<file path="config.mk">
export PLATFORM = sky130hd
export DESIGN_NAME = turn_on_sequencer
export DESIGN_NICKNAME = d
export VERILOG_FILES = /design/src/pkg/turn_on_seq_pkg.sv /design/src/logic/ms_tick_gen.sv /design/src/logic/turn_on_sequencer.sv
export SDC_FILE = /design/constraint.sdc
export NUM_CORES = 1
export LEC_CHECK = 0
export BUFFER_PORTS_ARGS = -buffer_cell sky130_fd_sc_hd__buf_2
export CAP_MARGIN = 20
export CORE_MARGIN = 2
export CORE_UTILIZATION = 59
export CTS_BUF_LIST = sky130_fd_sc_hd__clkbuf_2 sky130_fd_sc_hd__clkbuf_4 sky130_fd_sc_hd__clkbuf_8
export DETAILED_ROUTE_END_ITERATION = 10
export GPL_ROUTABILITY_DRIVEN = 0
export HOLD_SLACK_MARGIN = 0.02
export PLACE_DENSITY = 0.8
export SLEW_MARGIN = 5
export SYNTH_ARGS = -nofsm -noshare
export SYNTH_HDL_FRONTEND = slang
export SYNTH_SLANG_ARGS = --single-unit
</file>
<file path="constraint.sdc">
create_clock -name clk_in -period 6.2 [get_ports clk_in]
set_clock_uncertainty 0.2 [all_clocks]
set_input_delay 0.62 -clock clk_in [delete_from_list [all_inputs] [get_ports clk_in]]
set_output_delay 0.62 -clock clk_in [all_outputs]
set_load 0.01 [all_outputs]
</file>
<file path="src/pkg/turn_on_seq_pkg.sv">
/*
 Shared constants, types and helpers for the turn-on sequencer and its millisecond divider.
 Assumes a 20 MHz system clock and PMBus commands already framed by the transport layer.
*/
package turn_on_seq_pkg;

   // Clock and time base
   localparam int CLK_PERIOD_NS = 50;
   localparam int MS_IN_NS = 1000000;
   localparam int CYCLES_PER_MS = MS_IN_NS / CLK_PERIOD_NS;

   // Command codes of the four settings
   localparam logic [7:0] CMD_TURN_ON_DELAY = 8'h60;
   localparam logic [7:0] CMD_TURN_ON_RISE = 8'h61;
   localparam logic [7:0] CMD_TURN_ON_LIMIT = 8'h62;
   localparam logic [7:0] CMD_TURN_ON_RESP = 8'h63;

   // Reset values
   localparam logic [15:0] RST_WORD = 16'h0000;
   localparam logic [7:0] RST_RESP = 8'h00;

   // Response byte fields
   localparam int RESP_MODE_HI = 7;
   localparam int RESP_MODE_LO = 6;
   localparam int RESP_RETRY_HI = 5;
   localparam int RESP_RETRY_LO = 3;
   localparam int RESP_DELAY_HI = 2;
   localparam int RESP_DELAY_LO = 0;
   localparam logic [2:0] RETRY_NONE = 3'h0;
   localparam logic [2:0] RETRY_FOREVER = 3'h7;

   // Linear format fields
   localparam int LIN_EXP_HI = 15;
   localparam int LIN_EXP_LO = 11;
   localparam int LIN_MANT_HI = 10;

   // Reference full scale
   localparam logic [15:0] REF_FULL = 16'hffff;

   typedef enum logic [1:0]
   {
      RESP_IGNORE = 2'h0,
      RESP_DEFER = 2'h1,
      RESP_DISABLE_RETRY = 2'h2,
      RESP_RESUME_OK = 2'h3
   } resp_mode_t;

   typedef enum logic [3:0]
   {
      ST_OFF = 4'h0,
      ST_DELAY = 4'h1,
      ST_RISE = 4'h2,
      ST_ON = 4'h3,
      ST_DEFER = 4'h4,
      ST_RETRY_WAIT = 4'h5,
      ST_LATCHED = 4'h6,
      ST_HOLD = 4'h7
   } seq_state_t;

   // Linear word to whole milliseconds, saturating; negative values give zero
   function automatic logic [15:0] linear_to_ms(input logic [15:0] v);
      logic signed [4:0] e;
      logic [31:0] wide;
      e = v[LIN_EXP_HI:LIN_EXP_LO];
      wide = 32'h0000_0000;
      if (!v[LIN_MANT_HI])
      begin
         if (e >= 0)
            wide = {21'h00000, v[LIN_MANT_HI:0]} << e;
         else
            wide = {21'h00000, v[LIN_MANT_HI:0]} >> (-e);
      end
      linear_to_ms = (wide[31:16] != 16'h0000) ? 16'hffff : wide[15:0];
   endfunction

endpackage

</file>
<file path="src/logic/ms_tick_gen.sv">
/*
 Free-running divider giving a one-cycle enable pulse every millisecond.
 Assumes one clock and a synchronous active-high reset.
*/
`timescale 1ns/1ns
module ms_tick_gen
#(
   parameter int CYCLES = turn_on_seq_pkg::CYCLES_PER_MS
)
(
   // Clock and reset
   input wire logic clk_in,
   input wire logic sys_rst_in,
   // Millisecond enable
   output logic tick_out
);

   typedef struct packed
   {
      logic [19:0] count;
      logic tick;
   } tick_state_t;

   tick_state_t s;
   tick_state_t next_s;

   always_comb
   begin
      next_s = s;
      next_s.tick = 1'b0;
      if (s.count >= 20'(CYCLES - 1))
      begin
         next_s.count = 20'h00000;
         next_s.tick = 1'b1;
      end
      else
         next_s.count = s.count + 20'h00001;
   end

   always_ff @(posedge clk_in)
   begin
      if (sys_rst_in)
         s <= '0;
      else
         s <= next_s;
   end

   assign tick_out = s.tick;

endmodule

</file>
<file path="src/logic/turn_on_sequencer.sv">
/*
 Output turn-on sequencer: turn-on delay, rise ramp, turn-on timeout detection and the
 programmable fault response with retries. Settings arrive as decoded PMBus commands.
 Assumes the PMBus transport layer delivers one command per strobe on this clock, the
 enable pin is asynchronous, and the output comparator is asynchronous.

 // Function
 // - Wait the programmed turn-on delay in ms after enable before ramping.
 // - After the delay, ramp the output reference to target over the rise time.
 // - Raise turn-on timeout fault if undervoltage limit not reached within limit.
 // - A zero timeout limit disables the timeout; keep trying indefinitely.
 // - Ignore code: keep operating without interruption after the fault.
 // - Delayed code: keep running for the interval, then retry if fault remains.
 // - Disable-and-retry code: disable output at once, then follow retry setting.
 // - Resume code: hold output off while fault persists, restart once gone.
 // - Retry field zero: no restart, output stays off until fault cleared.
 // - Retry codes one to six: that many restarts, then stay off until cleared.
 // - Space restart attempts by the delay field interval times the time unit.
 // - Retry code seven: retry forever until commanded off, bias lost, other fault.
 // - Delay field value n means two to the n time units.
 // - Time unit length comes from the output-voltage fault time-unit setting.
*/
`timescale 1ns/1ns
module turn_on_sequencer
#(
   parameter int CYCLES_PER_MS = turn_on_seq_pkg::CYCLES_PER_MS
)
(
   // Clock and reset
   input wire logic clk_in,
   input wire logic sys_rst_in,
   // PMBus command port
   input wire logic [7:0] cmd_code_in,
   input wire logic [15:0] cmd_wr_data_in,
   input wire logic cmd_wr_in,
   input wire logic cmd_rd_in,
   output logic [15:0] cmd_rd_data_out,
   output logic cmd_rd_valid_out,
   output logic cmd_unsupported_out,
   // On/off and supervision
   input wire logic enable_pin_in,
   input wire logic operation_on_in,
   input wire logic bias_ok_in,
   input wire logic shutdown_fault_in,
   input wire logic fault_clear_in,
   input wire logic vout_above_uv_in,
   input wire logic [7:0] vout_fault_unit_ms_in,
   // Power stage control and status
   output logic output_enable_out,
   output logic [15:0] vout_ref_out,
   output logic power_good_out,
   output logic turn_on_fault_out,
   output logic latched_off_out,
   output logic [2:0] retry_count_out
);

   typedef struct packed
   {
      turn_on_seq_pkg::seq_state_t st;
      logic en_meta;
      logic en_sync;
      logic uv_meta;
      logic uv_sync;
      logic [15:0] turn_on_delay_setting;
      logic [15:0] turn_on_rise_time_setting;
      logic [15:0] turn_on_timeout_limit;
      logic [7:0] turn_on_timeout_response;
      logic [15:0] tmr_ms;
      logic [15:0] att_ms;
      logic att_run;
      logic [15:0] ramp_ms;
      logic [23:0] ramp_acc;
      logic [15:0] vref;
      logic [2:0] retries_done;
      logic fault;
      logic out_en;
      logic pgood;
      logic latched;
      logic [15:0] rd_data;
      logic rd_valid;
      logic unsupported;
   } seq_regs_t;

   seq_regs_t s;
   seq_regs_t next_s;
   logic ms_tick;
   logic [15:0] delay_ms;
   logic [15:0] rise_ms;
   logic [15:0] limit_ms;
   logic [15:0] unit_wait_ms;
   logic [1:0] resp_mode;
   logic [2:0] retry_set;
   logic [2:0] delay_code;
   logic run_ok;
   logic timeout;
   logic known_cmd;

   ms_tick_gen #(.CYCLES(CYCLES_PER_MS)) u_ms_tick
   (
      .clk_in(clk_in),
      .sys_rst_in(sys_rst_in),
      .tick_out(ms_tick)
   );

   always_comb
   begin
      delay_ms = turn_on_seq_pkg::linear_to_ms(s.turn_on_delay_setting);
      rise_ms = turn_on_seq_pkg::linear_to_ms(s.turn_on_rise_time_setting);
      limit_ms = turn_on_seq_pkg::linear_to_ms(s.turn_on_timeout_limit);
      resp_mode = s.turn_on_timeout_response[turn_on_seq_pkg::RESP_MODE_HI:turn_on_seq_pkg::RESP_MODE_LO];
      retry_set = s.turn_on_timeout_response[turn_on_seq_pkg::RESP_RETRY_HI:turn_on_seq_pkg::RESP_RETRY_LO];
      delay_code = s.turn_on_timeout_response[turn_on_seq_pkg::RESP_DELAY_HI:turn_on_seq_pkg::RESP_DELAY_LO];
      // Unit length times two to the code; at most 255 << 7, so it fits 16 bits
      unit_wait_ms = {8'h00, vout_fault_unit_ms_in} << delay_code;
      run_ok = s.en_sync & operation_on_in & bias_ok_in & ~shutdown_fault_in;
      // Zero limit means no timeout at all
      timeout = s.att_run && (limit_ms != 16'h0000) && (s.att_ms >= limit_ms) && !s.uv_sync;
      known_cmd = (cmd_code_in == turn_on_seq_pkg::CMD_TURN_ON_DELAY) ||
                  (cmd_code_in == turn_on_seq_pkg::CMD_TURN_ON_RISE) ||
                  (cmd_code_in == turn_on_seq_pkg::CMD_TURN_ON_LIMIT) ||
                  (cmd_code_in == turn_on_seq_pkg::CMD_TURN_ON_RESP);
   end

   always_comb
   begin
      next_s = s;
      next_s.rd_valid = 1'b0;
      next_s.unsupported = 1'b0;

      // Two-flop synchronisers; only the second stage is used below
      next_s.en_meta = enable_pin_in;
      next_s.en_sync = s.en_meta;
      next_s.uv_meta = vout_above_uv_in;
      next_s.uv_sync = s.uv_meta;

      // Command writes and reads
      if (cmd_wr_in)
      begin
         case (cmd_code_in)
            turn_on_seq_pkg::CMD_TURN_ON_DELAY: next_s.turn_on_delay_setting = cmd_wr_data_in;
            turn_on_seq_pkg::CMD_TURN_ON_RISE: next_s.turn_on_rise_time_setting = cmd_wr_data_in;
            turn_on_seq_pkg::CMD_TURN_ON_LIMIT: next_s.turn_on_timeout_limit = cmd_wr_data_in;
            turn_on_seq_pkg::CMD_TURN_ON_RESP: next_s.turn_on_timeout_response = cmd_wr_data_in[7:0];
            default: next_s.unsupported = 1'b1;
         endcase
      end
      if (cmd_rd_in)
      begin
         next_s.rd_valid = known_cmd;
         next_s.unsupported = ~known_cmd;
         case (cmd_code_in)
            turn_on_seq_pkg::CMD_TURN_ON_DELAY: next_s.rd_data = s.turn_on_delay_setting;
            turn_on_seq_pkg::CMD_TURN_ON_RISE: next_s.rd_data = s.turn_on_rise_time_setting;
            turn_on_seq_pkg::CMD_TURN_ON_LIMIT: next_s.rd_data = s.turn_on_timeout_limit;
            turn_on_seq_pkg::CMD_TURN_ON_RESP: next_s.rd_data = {8'h00, s.turn_on_timeout_response};
            default: next_s.rd_data = 16'h0000;
         endcase
      end

      // Fault clear; a new timeout in the same cycle sets the flag again below
      if (fault_clear_in)
      begin
         next_s.fault = 1'b0;
         next_s.retries_done = 3'h0;
      end

      // Millisecond timers
      if (ms_tick && (s.tmr_ms != 16'hffff))
         next_s.tmr_ms = s.tmr_ms + 16'h0001;
      if (s.att_run && ms_tick && (s.att_ms != 16'hffff))
         next_s.att_ms = s.att_ms + 16'h0001;

      // Loss of any run condition overrides every state, latched off included
      if (!run_ok)
      begin
         // Commanded off, bias lost or another shutdown fault ends everything
         next_s.st = turn_on_seq_pkg::ST_OFF;
         next_s.out_en = 1'b0;
         next_s.vref = 16'h0000;
         next_s.att_run = 1'b0;
         next_s.retries_done = 3'h0;
      end
      else
      begin
         case (s.st)
            turn_on_seq_pkg::ST_OFF:
            begin
               // Every turn-on, first or restart, passes through the delay phase
               next_s.st = turn_on_seq_pkg::ST_DELAY;
               next_s.tmr_ms = 16'h0000;
            end
            turn_on_seq_pkg::ST_DELAY:
            begin
               if (s.tmr_ms >= delay_ms)
               begin
                  next_s.st = turn_on_seq_pkg::ST_RISE;
                  next_s.out_en = 1'b1;
                  next_s.vref = 16'h0000;
                  next_s.ramp_ms = 16'h0000;
                  next_s.ramp_acc = 24'h000000;
                  next_s.att_ms = 16'h0000;
                  next_s.att_run = 1'b1;
               end
            end
            turn_on_seq_pkg::ST_RISE, turn_on_seq_pkg::ST_ON, turn_on_seq_pkg::ST_DEFER:
            begin
               // Ramp: spread full scale over the rise time; capped at one step per clock
               if (s.st == turn_on_seq_pkg::ST_RISE || (s.st == turn_on_seq_pkg::ST_DEFER && s.vref != turn_on_seq_pkg::REF_FULL))
               begin
                  if (ms_tick)
                  begin
                     next_s.ramp_ms = s.ramp_ms + 16'h0001;
                     next_s.ramp_acc = s.ramp_acc + {8'h00, turn_on_seq_pkg::REF_FULL};
                  end
                  if (s.ramp_acc >= {8'h00, rise_ms} && s.vref != turn_on_seq_pkg::REF_FULL)
                  begin
                     next_s.ramp_acc = next_s.ramp_acc - {8'h00, rise_ms};
                     next_s.vref = s.vref + 16'h0001;
                  end
                  if (s.ramp_ms >= rise_ms)
                  begin
                     next_s.vref = turn_on_seq_pkg::REF_FULL;
                     if (s.st == turn_on_seq_pkg::ST_RISE)
                        next_s.st = turn_on_seq_pkg::ST_ON;
                  end
               end

               // Reaching regulation ends the attempt and restores the full retry budget
               if (s.uv_sync)
               begin
                  next_s.att_run = 1'b0;
                  next_s.retries_done = 3'h0;
               end

               if (timeout)
               begin
                  next_s.att_run = 1'b0;
                  next_s.fault = 1'b1;
                  case (resp_mode)
                     turn_on_seq_pkg::RESP_IGNORE:
                        next_s.fault = 1'b1;
                     turn_on_seq_pkg::RESP_DEFER:
                     begin
                        next_s.st = turn_on_seq_pkg::ST_DEFER;
                        next_s.tmr_ms = 16'h0000;
                     end
                     turn_on_seq_pkg::RESP_DISABLE_RETRY:
                        next_s = retry_step(next_s);
                     default:
                     begin
                        next_s.st = turn_on_seq_pkg::ST_HOLD;
                        next_s.out_en = 1'b0;
                        next_s.vref = 16'h0000;
                     end
                  endcase
               end
               else if (s.st == turn_on_seq_pkg::ST_DEFER && s.tmr_ms >= unit_wait_ms)
               begin
                  // Still below the limit after the grace interval: fall into retries
                  if (!s.uv_sync)
                     next_s = retry_step(next_s);
                  else
                     next_s.st = turn_on_seq_pkg::ST_RISE;
               end
            end
            turn_on_seq_pkg::ST_RETRY_WAIT:
            begin
               // Delay phase of the restart is added on top of this spacing
               if (s.tmr_ms >= unit_wait_ms)
               begin
                  next_s.st = turn_on_seq_pkg::ST_DELAY;
                  next_s.tmr_ms = 16'h0000;
               end
            end
            turn_on_seq_pkg::ST_LATCHED, turn_on_seq_pkg::ST_HOLD:
            begin
               // Stays off until the fault is cleared, then a fresh turn-on
               // Resume mode takes the clear pulse as the end of the fault condition
               if (fault_clear_in)
                  next_s.st = turn_on_seq_pkg::ST_OFF;
            end
            default:
               next_s.st = turn_on_seq_pkg::ST_OFF;
         endcase
      end

      // Status flags follow the next state so they line up with the output enable
      next_s.latched = (next_s.st == turn_on_seq_pkg::ST_LATCHED);
      next_s.pgood = next_s.out_en && s.uv_sync &&
                     (next_s.st == turn_on_seq_pkg::ST_ON || next_s.st == turn_on_seq_pkg::ST_RISE);
   end

   // Disable the output and either schedule a restart or latch off
   function automatic seq_regs_t retry_step(input seq_regs_t cur);
      seq_regs_t r;
      r = cur;
      r.out_en = 1'b0;
      r.vref = 16'h0000;
      r.att_run = 1'b0;
      r.tmr_ms = 16'h0000;
      // The budget counts restarts, so code n allows n turn-ons after the first one
      // Endless retrying never advances the counter, so it cannot wrap into a latch
      if (retry_set == turn_on_seq_pkg::RETRY_NONE)
         r.st = turn_on_seq_pkg::ST_LATCHED;
      else if (retry_set != turn_on_seq_pkg::RETRY_FOREVER && cur.retries_done >= retry_set)
         r.st = turn_on_seq_pkg::ST_LATCHED;
      else
      begin
         r.st = turn_on_seq_pkg::ST_RETRY_WAIT;
         if (retry_set != turn_on_seq_pkg::RETRY_FOREVER)
            r.retries_done = cur.retries_done + 3'h1;
      end
      retry_step = r;
   endfunction

   always_ff @(posedge clk_in)
   begin
      if (sys_rst_in)
      begin
         s <= '0;
         s.st <= turn_on_seq_pkg::ST_OFF;
         s.turn_on_delay_setting <= turn_on_seq_pkg::RST_WORD;
         s.turn_on_rise_time_setting <= turn_on_seq_pkg::RST_WORD;
         s.turn_on_timeout_limit <= turn_on_seq_pkg::RST_WORD;
         s.turn_on_timeout_response <= turn_on_seq_pkg::RST_RESP;
      end
      else
         s <= next_s;
   end

   assign cmd_rd_data_out = s.rd_data;
   assign cmd_rd_valid_out = s.rd_valid;
   assign cmd_unsupported_out = s.unsupported;
   assign output_enable_out = s.out_en;
   assign vout_ref_out = s.vref;
   assign power_good_out = s.pgood;
   assign turn_on_fault_out = s.fault;
   assign latched_off_out = s.latched;
   assign retry_count_out = s.retries_done;

endmodule

</file>
==> key figures <==
Worst setup path
  • Crit path kind: reg -> reg
  • FF-to-FF End: s[64]
  • Critical path endpoint: s[64]
  • CP required: 6460 ps
  • CP top delay family: simple AND/OR/NAND/NOR gates
  • Critical Path Source: s[150]
  • Reg2Reg Setup Slack: 280 ps
  • CP endpoint kind: flip-flop
  • Worst flop-to-flop path startpoint: s[150]
  • Worst-path maximum fanout: 9
  • Reg2reg path depth: 18
  • Setup crit start kind: flip-flop
  • Most frequent CP cell: ha_1
  • Worst stage delay on the critical path: 680 ps
  • Critical path, cell by cell: inv_1 -> ha_1 -> and2_1 -> ha_1 -> or4b_2 -> nor3_2 -> a221oi_1 -> ha_1 -> nand4_1 -> nor3_1 -> nand2_1 -> o21a_1 -> a2111o_1 -> a2111oi_4 -> nand3_1 -> or3_1 -> a211oi_1 -> o21bai_1
  • Crit path buf inv count: 1
  • Worst path slowest cell: or4b_2
  • Worst Path Arrival: 6180 ps
  • CP Depth: 18

STA
  • Post-route clock period utilization: 95.5%
  • Setup violators final: 0
  • Unrepaired setup endpoints after global routing: no
  • WHS: 118 ps
  • Pins Over Slew Limit: 0
  • Worst Tran Pin Value: 1060 ps
  • Sum Neg Setup Slack: 0 ps
  • Minimum clock period: 5920 ps
  • Slew headroom: 28.7%
  • Fmax: 169 MHz
  • Final hold vios: 0

GRT
  • Total grt overflow: 0
  • Vias in the first global route: 15800
  • Initial antenna violation count: 0
  • Pin count of the biggest net entering global routing: 88
  • First-pass GRT wire length: 79800 um
  • Tot GR Track Use: 32.0%

Die
  • Die Footprint: 0.0300 mm^2
  • Die width: 173 um
  • Core ar.: 0.0280 mm^2
  • Starting Density: 60.3%
  • IO Pins: 83
  • Die Ht: 173 um
  • Row Count: 61

CTS
  • CTS Buf Count: 17
  • Max H-tree Level: 4
  • TritonCTS Sinks: 199
  • CTS Buffer Depth: 2
  • CTS clock-pin slew for the worst setup and hold paths: 120 ps
  • Root Buffer: clkbuf_8
  • Clock latency on the worst-skew pair: 520 ps
  • CTS tree: built
  • Hold buffers post-CTS: 0

Yosys
  • Top-count cell post-synth: nand2_1
  • Compound-cell area share of the yosys netlist: 23.2%
  • Synthesized cell area: 0.0169 mm^2
  • Synth Area in Simple Gates: 23.4%
  • Number of synthesized flops with an enable pin: 0
  • Synth Area in Adders: 8.47%
  • FF+latch count, synth: 199
  • Top-area cell type share of the netlist area: 23.6%
  • Mean Syn Cell Area: 7.63 um^2
  • Yosys Warn Count: 0
  • Seq/Total Area, Yosys: 23.6%
  • Main combinational cell family by area after synthesis: simple AND/OR/NAND/NOR gates
  • Async SR Flop Fraction: 0%
  • Top cells by count, synth: nand2_1, dfxtp_1, nor2_1
  • Synth Flop Type: dfxtp_1
  • Post-Synthesis Cells: 2215
  • Mux contribution to synthesized area: 10.5%
  • Biggest area consumer among synthesized cells: dfxtp_1
  • Yosys cell types: 92
  • Synth top area cells: dfxtp_1, ha_1, nand2_1
  • Post-synthesis xor/xnor area fraction: 4.56%

Finish
  • Nets: 2349
  • Post-layout util: 63.5%
  • Ant. Diodes: 0
  • Area delta synth->final: 5.25%
  • Fin area: 0.0178 mm^2
  • Share of cells above drive strength 1: 11.3%

Routing
  • Routed len/inst: 19.1 um
  • Initial DRT Pass Iterations: 8
  • Post-DR vias/cell: 6.61
  • Total Wirelength: 49400 um
  • Drt drc: 0
  • DRT iter0 DRCs: 2038
  • Post-DRT Antenna Nets: 0
  • Via Count: 17100

Flow run
  • Max-cap violations: 0

Power and ir drop
  • Worst vdd ir: 104 uV
  • Leak: 6.88 nW
  • Power Dens Cells: 133 mW/mm^2

Place
  • IO Port Bufs: 82
  • Post-DP HPWL: 37000 um
  • Dpl cell area: 0.0173 mm^2

Min path
  • Worst hold path type: in -> reg

Status
  • Status: finished clean
how the worst min path moves through the flow:
stage	startpoint	to	slack (ps)	cells after the start
2_1_floorplan	s[171]	s[170]	210	1
3_3_place_gp	s[173]	s[172]	220	1
3_5_place_dp	s[173]	s[172]	220	1
4_1_cts	enable_pin_in	s[173]	110	2
5_1_grt	vout_above_uv_in	s[171]	140	2
6_report	enable_pin_in	s[173]	120	2
timing repair:
action | in CTS | in global routing
resized for setup | 0 | 12
setup buffers | 0 | 1
setup endpoints to repair | 0 | 44
power by group:
part	total, mW	internal [mW]	switching [mW]
logic	0.211	0.0787	0.133
registers	1.29	1.28	0.00711
clock network	0.863	0.334	0.529
sequential cells by signal, indices dropped and copies added (netlist names), 2 cells and up:
name	count
resp_mode	2
retry_count_out	3
delay_code	3
cmd_rd_data_out	16
retry_set	3
vout_ref_out	16
s	129
u_ms_tick.s	20
worst reg2reg max path, cell delays in order (launching register included):
cell	delay, ps
dfxtp_1	570
inv_1	160
ha_1	260
and2_1	150
ha_1	280
or4b_2	680
nor3_2	260
a221oi_1	220
ha_1	350
nand4_1	90
nor3_1	330
nand2_1	120
o21a_1	240
a2111o_1	510
a2111oi_4	500
nand3_1	180
or3_1	400
a211oi_1	220
o21bai_1	130
cell type report:
class	instances	area, um^2
flip-flops and latches	199	3990
repair buffers	126	744
multi-input cells	1780	11900
clock inverters	15	158
inverters	70	263
clock buffers	17	234
fillers	2497	10200
well taps	378	473
layout by cell type, fill, tap and decap left out, types with 14 or more instances in the layout:
cell type,synthesis,final
mux2_2,25,25
nor2_1,199,198
mux4_2,31,31
xnor2_1,44,44
nand4_1,45,45
clkbuf_8,0,17
and2_1,23,23
mux2i_1,75,75
dfxtp_1,199,196
a221oi_1,24,23
a21o_1,46,46
nand2_1,292,292
buf_4,35,43
inv_1,67,67
or3_1,20,20
a22oi_1,14,14
xor2_1,44,44
a21oi_1,187,186
buf_2,10,82
nand2b_1,21,21
o21ai_0,120,118
a31oi_1,35,35
nor2b_1,45,45
o22ai_1,14,14
and3_1,30,30
ha_1,112,112
nand3_1,59,59
nor3_1,42,41
cells by family after synthesis:
kind of cell	Yosys count
mux	133
flops	199
simple gates	837
fa+ha+maj	114
buf+inv	241
xor+xnor	88
other cells	1
compound gates	602
through the flow:
step                      setup slack [ps]  total power, mW  cells
after floorplan                        312             1.46   2220
after global placement                 365             1.52   2552
after detailed placement               243             1.52   2552
after CTS                              188             2.37   2584
after global routing                  17.4             2.44   2585
final                                  279             2.36   2585
per-layer routing:
metal | routed length [um] | GRT usage, % | share of wire, %
met1 | 20500 | 42.2 | 42
met2 | 22500 | 51.5 | 45
met3 | 4680 | 6.14 | 9.5
met4 | 1760 | 12.9 | 3.6
met5 | 0 | 0 | 0
Power figures use the tool's default switching activity.
